### src/afe_map.svh
`ifndef AFE_MAP_SVH
`define AFE_MAP_SVH

// Register byte offsets on the APB slave
`define AFE_OFF_VBASE 12'h000
`define AFE_OFF_STATUS 12'h004
`define AFE_OFF_FADDR 12'h008
`define AFE_OFF_SPC 12'h00C
`define AFE_OFF_FRAME 12'h010
`define AFE_OFF_MOVE_MULTIPLE_OP 12'h014

// Reset values
`define AFE_VBASE_RST 32'h0000_0000

// Status word field positions
`define AFE_SR_TRACE_HIGH 15
`define AFE_SR_TRACE_LOW 14
`define AFE_SR_SUPER 13

// Frame info register field positions
`define AFE_FRM_SR_LSB 0
`define AFE_FRM_VEC_LSB 16
`define AFE_FRM_PEND_LSB 24
`define AFE_FRM_BUSERR 26
`define AFE_FRM_ADDRERR 27

// Vector numbers and the vector scale shift
`define AFE_VEC_ACCESS 8'h02
`define AFE_VEC_ADDRESS 8'h03
`define AFE_VEC_SHIFT 2

// Processor status codes
`define AFE_PST_RUN 4'h0
`define AFE_PST_EXC 4'h1
`define AFE_PST_HALT 4'h5

`endif

### src/afe_pkg.sv
package afe_pkg;

  typedef enum logic [3:0] {
    ST_IDLE  = 4'b0001,
    ST_DRAIN = 4'b0010,
    ST_STACK = 4'b0100,
    ST_HALT  = 4'b1000
  } afe_state_type;

  typedef enum logic [2:0] {
    CYC_NONE  = 3'h0,
    CYC_WRITE = 3'h1,
    CYC_READ  = 3'h2,
    CYC_LINE  = 3'h3,
    CYC_FETCH = 3'h4,
    CYC_WALK  = 3'h5
  } afe_cyc_type;

  typedef enum logic [1:0] {
    FC_PUSH  = 2'h0,
    FC_DATA  = 2'h1,
    FC_INSTR = 2'h2,
    FC_ADDR  = 2'h3
  } afe_class_type;

  typedef struct packed {
    logic bus_err;
    afe_class_type cls;
    logic [31:0] addr;
    logic [31:0] pc;
    logic [1:0] pend;
    logic [7:0] move_multiple_op;
  } afe_fault_type;

  typedef struct packed {
    afe_cyc_type kind;
    logic [1:0] beat;
    logic [31:0] addr;
  } afe_cycle_type;

endpackage

### src/afe_unit.sv
// Functional notes
// - Bus error via transfer error input handled like internal fault, flagged as bus.
// - Bus error on data write always raises access fault at once.
// - Bus error on single read or first line beat raises fault at once.
// - Later line beat error aborts line; faults only if that word requested.
// - Prefetch bus error waits for use; new flow discards it.
// - Push fault idles unit, freezes pipe, cancels caches, stacks writes.
// - Data fault waits unit idle (bus idle too unless bus error), freezes, cancels icache, stacks writes.
// - Write protect, supervisor only or nonresident violation raises internal fault.
// - Translation miss walks tables; retry faults only on invalid or bus error.
// - Bring unit idle, then take only the highest priority exception.
// - Report faults after earlier instructions; their exception drops the fault.
// - Data fault lets current prefetch bus cycle finish first.
// - Copy status word, set supervisor, clear both trace bits, vector 2.
// - Stacked program counter is instruction executing at detection.
// - Frame holds address, pending write-backs up to three, move-multiple state.
// - Bus error while stacking or return reload halts with status code 5.
// - Halted core never writes memory; only reset restarts it.
// - Odd prefetch address raises address error and suppresses the bus cycle.
// - Address error waits earlier instructions; their exception drops it.
// - Address error uses vector 3; frame holds address with low bit cleared.
// - Address error during fault, address error or reset processing halts.
// - Frame status bit separates external bus error from internal fault.
// - Vector address is table base plus vector number times four.
`timescale 1ns/1ps
`include "afe_map.svh"

module afe_unit
  import afe_pkg::*;
(
  // Clock and reset
  input wire logic CLK,
  input wire logic RST,
  // APB slave
  input wire logic PSEL,
  input wire logic PENABLE,
  input wire logic PWRITE,
  input wire logic [11:0] PADDR,
  input wire logic [31:0] PWDATA,
  output logic [31:0] PRDATA,
  output logic PREADY,
  output logic PSLVERR,
  // External bus cycle
  input wire logic TRANSFER_ERROR_ACK_IN,
  input wire afe_cycle_type BUS_CYCLE,
  input wire logic BUS_IDLE,
  input wire logic PREFETCH_CYC_BUSY,
  // Execution unit
  input wire logic [3:0] EU_REQ_MASK,
  input wire logic EU_IDLE,
  input wire logic EARLIER_PENDING,
  input wire logic EARLIER_EXC,
  input wire logic [31:0] CUR_PC,
  input wire logic [15:0] STATUS_WORD_IN,
  input wire logic [1:0] PEND_WRITES,
  input wire logic [7:0] MOVE_MULTIPLE_STATE,
  input wire logic STACK_DONE,
  input wire logic RTE_RELOAD,
  input wire logic RESET_EXC_ACTIVE,
  // Prefetch
  input wire logic PREFETCH_REQ,
  input wire logic [31:0] PREFETCH_ADDR,
  input wire logic PREFETCH_USE,
  input wire logic CHANGE_OF_FLOW,
  // Translation
  input wire logic XLAT_VALID,
  input wire logic XLAT_MISS,
  input wire logic XLAT_WRITE,
  input wire logic XLAT_SUPER_ACC,
  input wire logic PAGE_WP,
  input wire logic PAGE_SUPER,
  input wire logic PAGE_RESIDENT,
  input wire logic XLAT_RETRY,
  input wire logic WALK_INVALID,
  input wire logic PUSH_FAULT,
  // Control outputs
  output logic PREFETCH_GO,
  output logic LINE_ABORT,
  output logic WALK_START,
  output logic IDLE_EU_REQ,
  output logic FREEZE_PIPE,
  output logic CANCEL_ICACHE,
  output logic CANCEL_DCACHE,
  output logic STACK_WRITES,
  output logic FAULT_DROPPED,
  output logic EXC_ACTIVE,
  output logic [7:0] VECTOR_NUM,
  output logic [31:0] VECTOR_ADDR,
  output logic [15:0] STATUS_WORD_OUT,
  output logic MEM_WRITE_INHIBIT,
  output logic HALTED,
  output logic [3:0] PROCESSOR_STATUS_CODE
);

  afe_state_type state_q, state_d;
  afe_fault_type fault_q, new_fault;
  afe_cycle_type cyc_s1_q, cyc_s2_q;
  logic tea_s1_q, tea_s2_q;
  logic pref_err_q, walk_bad_q;
  logic [31:0] vbase_q;
  logic [15:0] sr_copy_q;
  logic new_valid, drain_ok, tea_hit, odd_fetch, prot_fault, int_fault;
  logic data_bus_fault, double_fault, apb_access, apb_hit;
  logic [31:0] rd_word;
  logic [7:0] vec_num;

  // Pin synchroniser; cycle info delayed alike to stay aligned
  always_ff @(posedge CLK) begin
    if (RST) begin
      tea_s1_q <= 1'b0;
      tea_s2_q <= 1'b0;
      cyc_s1_q <= '0;
      cyc_s2_q <= '0;
    end else begin
      tea_s1_q <= TRANSFER_ERROR_ACK_IN;
      tea_s2_q <= tea_s1_q;
      cyc_s1_q <= BUS_CYCLE;
      cyc_s2_q <= cyc_s1_q;
    end
  end

  assign tea_hit = tea_s2_q && (cyc_s2_q.kind != CYC_NONE);
  assign data_bus_fault = tea_s2_q && ((cyc_s2_q.kind == CYC_WRITE) || (cyc_s2_q.kind == CYC_READ) ||
                          ((cyc_s2_q.kind == CYC_LINE) &&
                           ((cyc_s2_q.beat == 2'd0) || EU_REQ_MASK[cyc_s2_q.beat])));
  assign odd_fetch = PREFETCH_REQ && PREFETCH_ADDR[0];
  assign prot_fault = XLAT_VALID && !XLAT_MISS &&
                      ((PAGE_WP && XLAT_WRITE) || (PAGE_SUPER && !XLAT_SUPER_ACC) || !PAGE_RESIDENT);
  assign int_fault = prot_fault || (XLAT_RETRY && walk_bad_q);

  assign double_fault = (state_q == ST_STACK && (tea_hit || odd_fetch || int_fault || PUSH_FAULT)) ||
                        (RTE_RELOAD && tea_hit) ||
                        (RESET_EXC_ACTIVE && (tea_hit || odd_fetch));

  // highest priority wins; access fault before address error
  always_comb begin
    new_valid = 1'b1;
    new_fault.bus_err = 1'b0;
    new_fault.cls = FC_DATA;
    new_fault.addr = cyc_s2_q.addr;
    new_fault.pc = CUR_PC;
    new_fault.pend = PEND_WRITES;
    new_fault.move_multiple_op = MOVE_MULTIPLE_STATE;
    if (PUSH_FAULT) begin
      new_fault.cls = FC_PUSH;
    end else if (data_bus_fault) begin
      new_fault.bus_err = 1'b1;
    end else if (int_fault) begin
      new_fault.cls = FC_DATA;
    end else if (PREFETCH_USE && pref_err_q) begin
      new_fault.bus_err = 1'b1;
      new_fault.cls = FC_INSTR;
    end else if (odd_fetch) begin
      new_fault.cls = FC_ADDR;
      new_fault.addr = {PREFETCH_ADDR[31:1], 1'b0};
    end else begin
      new_valid = 1'b0;
    end
  end

  // deferred prefetch error; set beats a same-cycle flush
  always_ff @(posedge CLK) begin
    if (RST) begin
      pref_err_q <= 1'b0;
    end else if (tea_hit && cyc_s2_q.kind == CYC_FETCH) begin
      pref_err_q <= 1'b1;
    end else if (CHANGE_OF_FLOW || (PREFETCH_USE && state_q == ST_IDLE)) begin
      pref_err_q <= 1'b0;
    end
  end

  always_ff @(posedge CLK) begin
    if (RST) begin
      walk_bad_q <= 1'b0;
    end else if ((tea_hit && cyc_s2_q.kind == CYC_WALK) || WALK_INVALID) begin
      walk_bad_q <= 1'b1;
    end else if (XLAT_RETRY) begin
      walk_bad_q <= 1'b0;
    end
  end

  always_comb begin
    drain_ok = EU_IDLE && !EARLIER_PENDING;
    if (fault_q.cls == FC_DATA && !fault_q.bus_err) begin
      drain_ok = drain_ok && BUS_IDLE && !PREFETCH_CYC_BUSY;
    end else if (fault_q.cls == FC_DATA) begin
      drain_ok = drain_ok && !PREFETCH_CYC_BUSY;
    end
  end

  always_comb begin
    state_d = state_q;
    unique case (state_q)
      ST_IDLE: begin
        if (double_fault) begin
          state_d = ST_HALT;
        end else if (new_valid) begin
          state_d = ST_DRAIN;
        end
      end
      ST_DRAIN: begin
        if (double_fault) begin
          state_d = ST_HALT;
        end else if (EARLIER_EXC) begin
          state_d = ST_IDLE;
        end else if (drain_ok) begin
          state_d = ST_STACK;
        end
      end
      ST_STACK: begin
        if (double_fault) begin
          state_d = ST_HALT;
        end else if (STACK_DONE) begin
          state_d = ST_IDLE;
        end
      end
      ST_HALT: state_d = ST_HALT;
      default: state_d = ST_HALT;
    endcase
  end

  always_ff @(posedge CLK) begin
    if (RST) begin
      state_q <= ST_IDLE;
    end else begin
      state_q <= state_d;
    end
  end

  always_ff @(posedge CLK) begin
    if (RST) begin
      fault_q <= '0;
    end else if (state_q == ST_IDLE && new_valid) begin
      fault_q <= new_fault;
    end
  end

  assign vec_num = (fault_q.cls == FC_ADDR) ? `AFE_VEC_ADDRESS : `AFE_VEC_ACCESS;

  // status copy, supervisor on, trace off
  always_ff @(posedge CLK) begin
    if (RST) begin
      sr_copy_q <= 16'h0000;
      STATUS_WORD_OUT <= 16'h0000;
      VECTOR_NUM <= 8'h00;
      VECTOR_ADDR <= 32'h0000_0000;
    end else if (state_q == ST_DRAIN && state_d == ST_STACK) begin
      sr_copy_q <= STATUS_WORD_IN;
      STATUS_WORD_OUT <= STATUS_WORD_IN;
      STATUS_WORD_OUT[`AFE_SR_SUPER] <= 1'b1;
      STATUS_WORD_OUT[`AFE_SR_TRACE_HIGH] <= 1'b0;
      STATUS_WORD_OUT[`AFE_SR_TRACE_LOW] <= 1'b0;
      VECTOR_NUM <= vec_num;
      VECTOR_ADDR <= vbase_q + {22'h000000, vec_num, 2'b00};
    end
  end

  always_ff @(posedge CLK) begin
    if (RST) begin
      IDLE_EU_REQ <= 1'b0;
      FREEZE_PIPE <= 1'b0;
      CANCEL_ICACHE <= 1'b0;
      CANCEL_DCACHE <= 1'b0;
      STACK_WRITES <= 1'b0;
    end else begin
      IDLE_EU_REQ <= state_d == ST_DRAIN || state_d == ST_STACK;
      FREEZE_PIPE <= (state_d == ST_DRAIN || state_d == ST_STACK) && state_d != ST_IDLE &&
                     ((state_q == ST_IDLE ? new_fault.cls : fault_q.cls) inside {FC_PUSH, FC_DATA});
      CANCEL_ICACHE <= state_d == ST_DRAIN &&
                       ((state_q == ST_IDLE ? new_fault.cls : fault_q.cls) inside {FC_PUSH, FC_DATA});
      CANCEL_DCACHE <= state_d == ST_DRAIN &&
                       ((state_q == ST_IDLE ? new_fault.cls : fault_q.cls) == FC_PUSH);
      STACK_WRITES <= state_d == ST_STACK && fault_q.cls inside {FC_PUSH, FC_DATA};
    end
  end

  always_ff @(posedge CLK) begin
    if (RST) begin
      PREFETCH_GO <= 1'b0;
      LINE_ABORT <= 1'b0;
      WALK_START <= 1'b0;
      FAULT_DROPPED <= 1'b0;
    end else begin
      PREFETCH_GO <= PREFETCH_REQ && !PREFETCH_ADDR[0] && state_d != ST_HALT;
      LINE_ABORT <= tea_s2_q && cyc_s2_q.kind == CYC_LINE && cyc_s2_q.beat != 2'd0;
      WALK_START <= XLAT_VALID && XLAT_MISS && state_d != ST_HALT;
      FAULT_DROPPED <= state_q == ST_DRAIN && state_d == ST_IDLE;
    end
  end

  always_ff @(posedge CLK) begin
    if (RST) begin
      EXC_ACTIVE <= 1'b0;
      HALTED <= 1'b0;
      MEM_WRITE_INHIBIT <= 1'b0;
      PROCESSOR_STATUS_CODE <= `AFE_PST_RUN;
    end else begin
      EXC_ACTIVE <= state_d == ST_STACK;
      HALTED <= state_d == ST_HALT;
      MEM_WRITE_INHIBIT <= state_d == ST_HALT;
      if (state_d == ST_HALT) begin
        PROCESSOR_STATUS_CODE <= `AFE_PST_HALT;
      end else if (state_d == ST_STACK) begin
        PROCESSOR_STATUS_CODE <= `AFE_PST_EXC;
      end else begin
        PROCESSOR_STATUS_CODE <= `AFE_PST_RUN;
      end
    end
  end

  // APB: one wait state, answer on second access cycle
  assign apb_access = PSEL && PENABLE && PREADY;
  always_comb begin
    apb_hit = 1'b1;
    rd_word = 32'h0000_0000;
    unique case (PADDR)
      `AFE_OFF_VBASE: rd_word = vbase_q;
      `AFE_OFF_STATUS: rd_word = {27'h0000000, state_q, HALTED};
      `AFE_OFF_FADDR: rd_word = fault_q.addr;
      `AFE_OFF_SPC: rd_word = fault_q.pc;
      `AFE_OFF_FRAME: begin
        rd_word[`AFE_FRM_SR_LSB +: 16] = sr_copy_q;
        rd_word[`AFE_FRM_VEC_LSB +: 8] = vec_num;
        rd_word[`AFE_FRM_PEND_LSB +: 2] = fault_q.pend;
        rd_word[`AFE_FRM_BUSERR] = fault_q.bus_err;
        rd_word[`AFE_FRM_ADDRERR] = fault_q.cls == FC_ADDR;
      end
      `AFE_OFF_MOVE_MULTIPLE_OP: rd_word = {24'h000000, fault_q.move_multiple_op};
      default: apb_hit = 1'b0;
    endcase
  end

  always_ff @(posedge CLK) begin
    if (RST) begin
      PREADY <= 1'b0;
      PRDATA <= 32'h0000_0000;
      PSLVERR <= 1'b0;
    end else begin
      PREADY <= PSEL && PENABLE && !PREADY;
      PRDATA <= (PSEL && PENABLE && !PREADY && !PWRITE) ? rd_word : 32'h0000_0000;
      PSLVERR <= PSEL && PENABLE && !PREADY && !apb_hit;
    end
  end

  // Base writable any time; read-only offsets ignore writes
  always_ff @(posedge CLK) begin
    if (RST) begin
      vbase_q <= `AFE_VBASE_RST;
    end else if (apb_access && PWRITE && PADDR == `AFE_OFF_VBASE) begin
      vbase_q <= PWDATA;
    end
  end

endmodule // afe_unit

### config.mk
export PLATFORM = sky130hd
export DESIGN_NAME = afe_unit
export DESIGN_NICKNAME = d
export VERILOG_FILES = /design/src/afe_pkg.sv /design/src/afe_unit.sv
export VERILOG_INCLUDE_DIRS = /design/src
export SDC_FILE = /design/constraint.sdc
export NUM_CORES = 1
export LEC_CHECK = 0
export BUFFER_PORTS_ARGS = -buffer_cell sky130_fd_sc_hd__buf_2
export CAP_MARGIN = 20
export CORE_MARGIN = 1
export CORE_UTILIZATION = 55
export DETAILED_ROUTE_END_ITERATION = 7
export PLACE_DENSITY = 0.93
export SKIP_CTS_REPAIR_TIMING = 1
export SKIP_LAST_GASP = 1
export SLEW_MARGIN = 20
export SYNTH_ARGS = -nofsm -noshare
export SYNTH_HDL_FRONTEND = slang
export SYNTH_SLANG_ARGS = --single-unit
### constraint.sdc
create_clock -name CLK -period 4.55 [get_ports CLK]
set_input_delay 0.91 -clock CLK [delete_from_list [all_inputs] [get_ports CLK]]
set_output_delay 0.91 -clock CLK [all_outputs]
set_load 0.01 [all_outputs]
==> impl_metrics.csv <==
group,metric,value,unit
finish,antenna_cells,0,
timing,post-route-period-util,0.694,
place,place_hpwl,22.4,mm
hold_path,hold_path_class,"reg -> reg",
timing,min_period,3.16,ns
synthesis,seq_area_frac_synth,0.496,
clock_tree,insertion_delay,0.54,ns
timing,grt_setup_unrepaired,"false",
setup_path,required,5.00,ns
clock_tree,cts_tree,"yes",
finish,instances_no_fill,1807,
global_routing,grt_max_degree,102,
floorplanning,fp.dieH,147,um
clock_tree,clkSinkCount,287,
global_routing,antenna_found_initial,1,
synthesis,synth-edff-count,0,
finish,register_area,5750,sq um
finish,final_cell_mix,"296 x buf_2, 287 x dfxtp_1, 197 x nor2_1",
power,power_leakage,5.64,nW
detailed_routing,wl,32.0,mm
setup_path,start_kind,"flop",
place,place.gp.congestion,0.873,
global_routing,grt_pass1_vias,9646,
clock_tree,cts_inserted_buffers,29,
detailed_routing,drc,16,
timing,holdWs,0.434,ns
timing,max_freq,0.317,GHz
global_routing,grt_remaining_overflow,0,
setup_path,worst_path_max_delay_cell,"dfxtp_1",
finish,drive_gt1_frac,0.272,
power,seq_power_share,0.467,
timing,setup_violations,0,
synthesis,synthArstFlopShare,0,
floorplanning,dieArea,21600,sq um
power,p_int,0.00443,W
detailed_routing,dr.pass1.iters,8,
finish,mostFrequentLayoutCell,"buf_2",
setup_path,critPathBufInv,1,
synthesis,syn_area_per_cell,9.04,sq um
timing,slew_headroom,0.292,
floorplanning,die_x,147,um
detailed_routing,num_vias,10154,
finish,multi_input_area,5210,sq um
setup_path,criticalPathCategory,"reg -> reg",
detailed_routing,route.detailed.wl_per_inst,17.7,um
setup_path,crit_family,"simple AND/OR/NAND/NOR gates",
synthesis,synth_cells,1281,
synthesis,syn-cell-area,11600,sq um
synthesis,yosysUniqueCellTypes,69,
setup_path,max_stage_delay,0.40,ns
power,p_per_area,408,nW/um^2
clock_tree,htreeDepth,1,
power,p_comb_frac,0.072,
setup_path,cp-end-kind,"flop",
timing,drv_slew,0,
place,place_inst,1755,
floorplanning,rows,52,
timing,hold_violations,0,
power,power.switching,0.00127,W
setup_path,cp_common_cell,"ha_1",
setup_path,path_cells,"and2_1 > ha_1 > inv_1 > ha_1 > and4b_1 > nor3b_4 > nand3_1 > or3_1 > xor2_1 > a211oi_2",
floorplanning,ioPinCount,308,
power,switching_share,0.223,
detailed_routing,drt_iter0_drc,1035,
timing,fin_worst_skew,0.0107,ns
clock_tree,cts_root_buffer,"clkbuf_16",
finish,syn_to_final_growth,20.8,%
detailed_routing,viasPerCell,5.62,
timing,setup-tns-final,0,ns
synthesis,synth_warnings,0,
finish,design_area,14000,sq um
floorplanning,start_util,0.567,
outcome,status,"finished, violations left",
setup_path,cp.arrival,3.61,ns
run,maxCapViolCount,0,
global_routing,grt_pass1_wl,50.0,mm
setup_path,cp_max_fo,6,
power,peakVddDrop,0.250,mV
power,power_frac_clock,0.460,
finish,nets,1720,
synthesis,ys.flop_type,"dfxtp_1",
detailed_routing,drtAntennaViolNets,0,
global_routing,track_usage,0.290,
outcome,violations,"design-rule violations",
place,port_buffers,297,
clock_tree,path_clk_slew,0.06,ns
synthesis,synth-seq-cells,287,
place,place_area,12900,sq um
clock_tree,cts_buffer_depth,3,
timing,worst_pin_slew,1.06,ns
finish,fillCellCount,1579,
power,finalPower,0.00570,W
floorplanning,coreArea,20400,sq um
[worst register-to-register path: stages, from the launching register on]
cell,delay (ns)
dfxtp_1,0.40
and2_1,0.40
ha_1,0.27
inv_1,0.06
ha_1,0.22
and4b_1,0.37
nor3b_4,0.40
nand3_1,0.24
or3_1,0.37
xor2_1,0.16
a211oi_2,0.21
[cells in the mapped netlist (all sizes together), types with 31 or more instances]
cell,count,share of area
buf,57,0.037
nor3,44,0.020
o21ai,38,0.017
nor2b,78,0.042
mux2i,33,0.029
clkbuf,56,0.018
dfxtp,287,0.50
a21oi,90,0.039
a222oi,31,0.027
nand2,175,0.057
nor4b,33,0.043
nor2,198,0.064
[power by group through the flow]
stage | registers (W) | logic (W) | clock network (W)
finish | 0.00266 | 0.000412 | 0.00262
global route | 0.00267 | 0.000454 | 0.00276
CTS | 0.00266 | 0.000409 | 0.00265
detailed placement | 0.00272 | 0.000405 | 0
global placement | 0.00271 | 0.000394 | 0
floorplan | 0.00269 | 0.000274 | 0
[cell families after synthesis]
family	count (synthesis)	synth area share
buffers and inverters	123	0.0589
AOI/OAI and AO/OA	217	0.125
xor gates and xnor gates	29	0.0219
DFF	287	0.496
adders and majority gates	2	0.00216
other	1	0.000324
muxes	38	0.0344
and+or+nand+nor	584	0.261
[registers in the layout, indices dropped and copies added, names as in the netlist, 4 cells and up]
| name | flops |
|---|---|
| fault_q | 77 |
| cyc_s1_q | 37 |
| cyc_s2_q | 37 |
| PRDATA | 32 |
| VECTOR_ADDR | 32 |
| vbase_q | 32 |
| sr_copy_q | 16 |
| state_q | 4 |
[path summary, 6_finish.rpt]
check	from	slack (ns)	cells after the start	endpoint
worst max-delay path	fault_q[75]	1.39	10	VECTOR_ADDR[30]
worst min-delay path	cyc_s1_q[27]	0.43	1	cyc_s2_q[27]
worst max register to register	fault_q[75]	1.39	10	VECTOR_ADDR[30]
worst min register to register	cyc_s1_q[27]	0.43	1	cyc_s2_q[27]
[layer usage]
layer | global-route usage | routed length, um | up-vias
met4 | 0.111 | 1100 | 2
met3 | 0.0466 | 2820 | 93
li1 | - | - | 4825
met1 | 0.383 | 13000 | 4665
met5 | 0 | 17 | -
met2 | 0.476 | 15100 | 569
[through the flow]
| stage | utilization | worst slack (ns) |
|---|---|---|
| floorplan | - | 2.04 |
| global placement | 0.631 | 1.39 |
| detailed placement | 0.632 | 1.32 |
| CTS | 0.684 | 1.48 |
| global route | 0.684 | 1.27 |
| finish | 0.684 | 1.39 |
[layout make-up]
cell class	instances	area share
well taps	270	0.0242
repair buffers	308	0.113
flip-flops and latches	287	0.411
clock buffers	37	0.0576
clock inverters	15	0.0188
multi-input cells	880	0.373
inverters	10	0.00269
(Power assumes the default switching activity.)
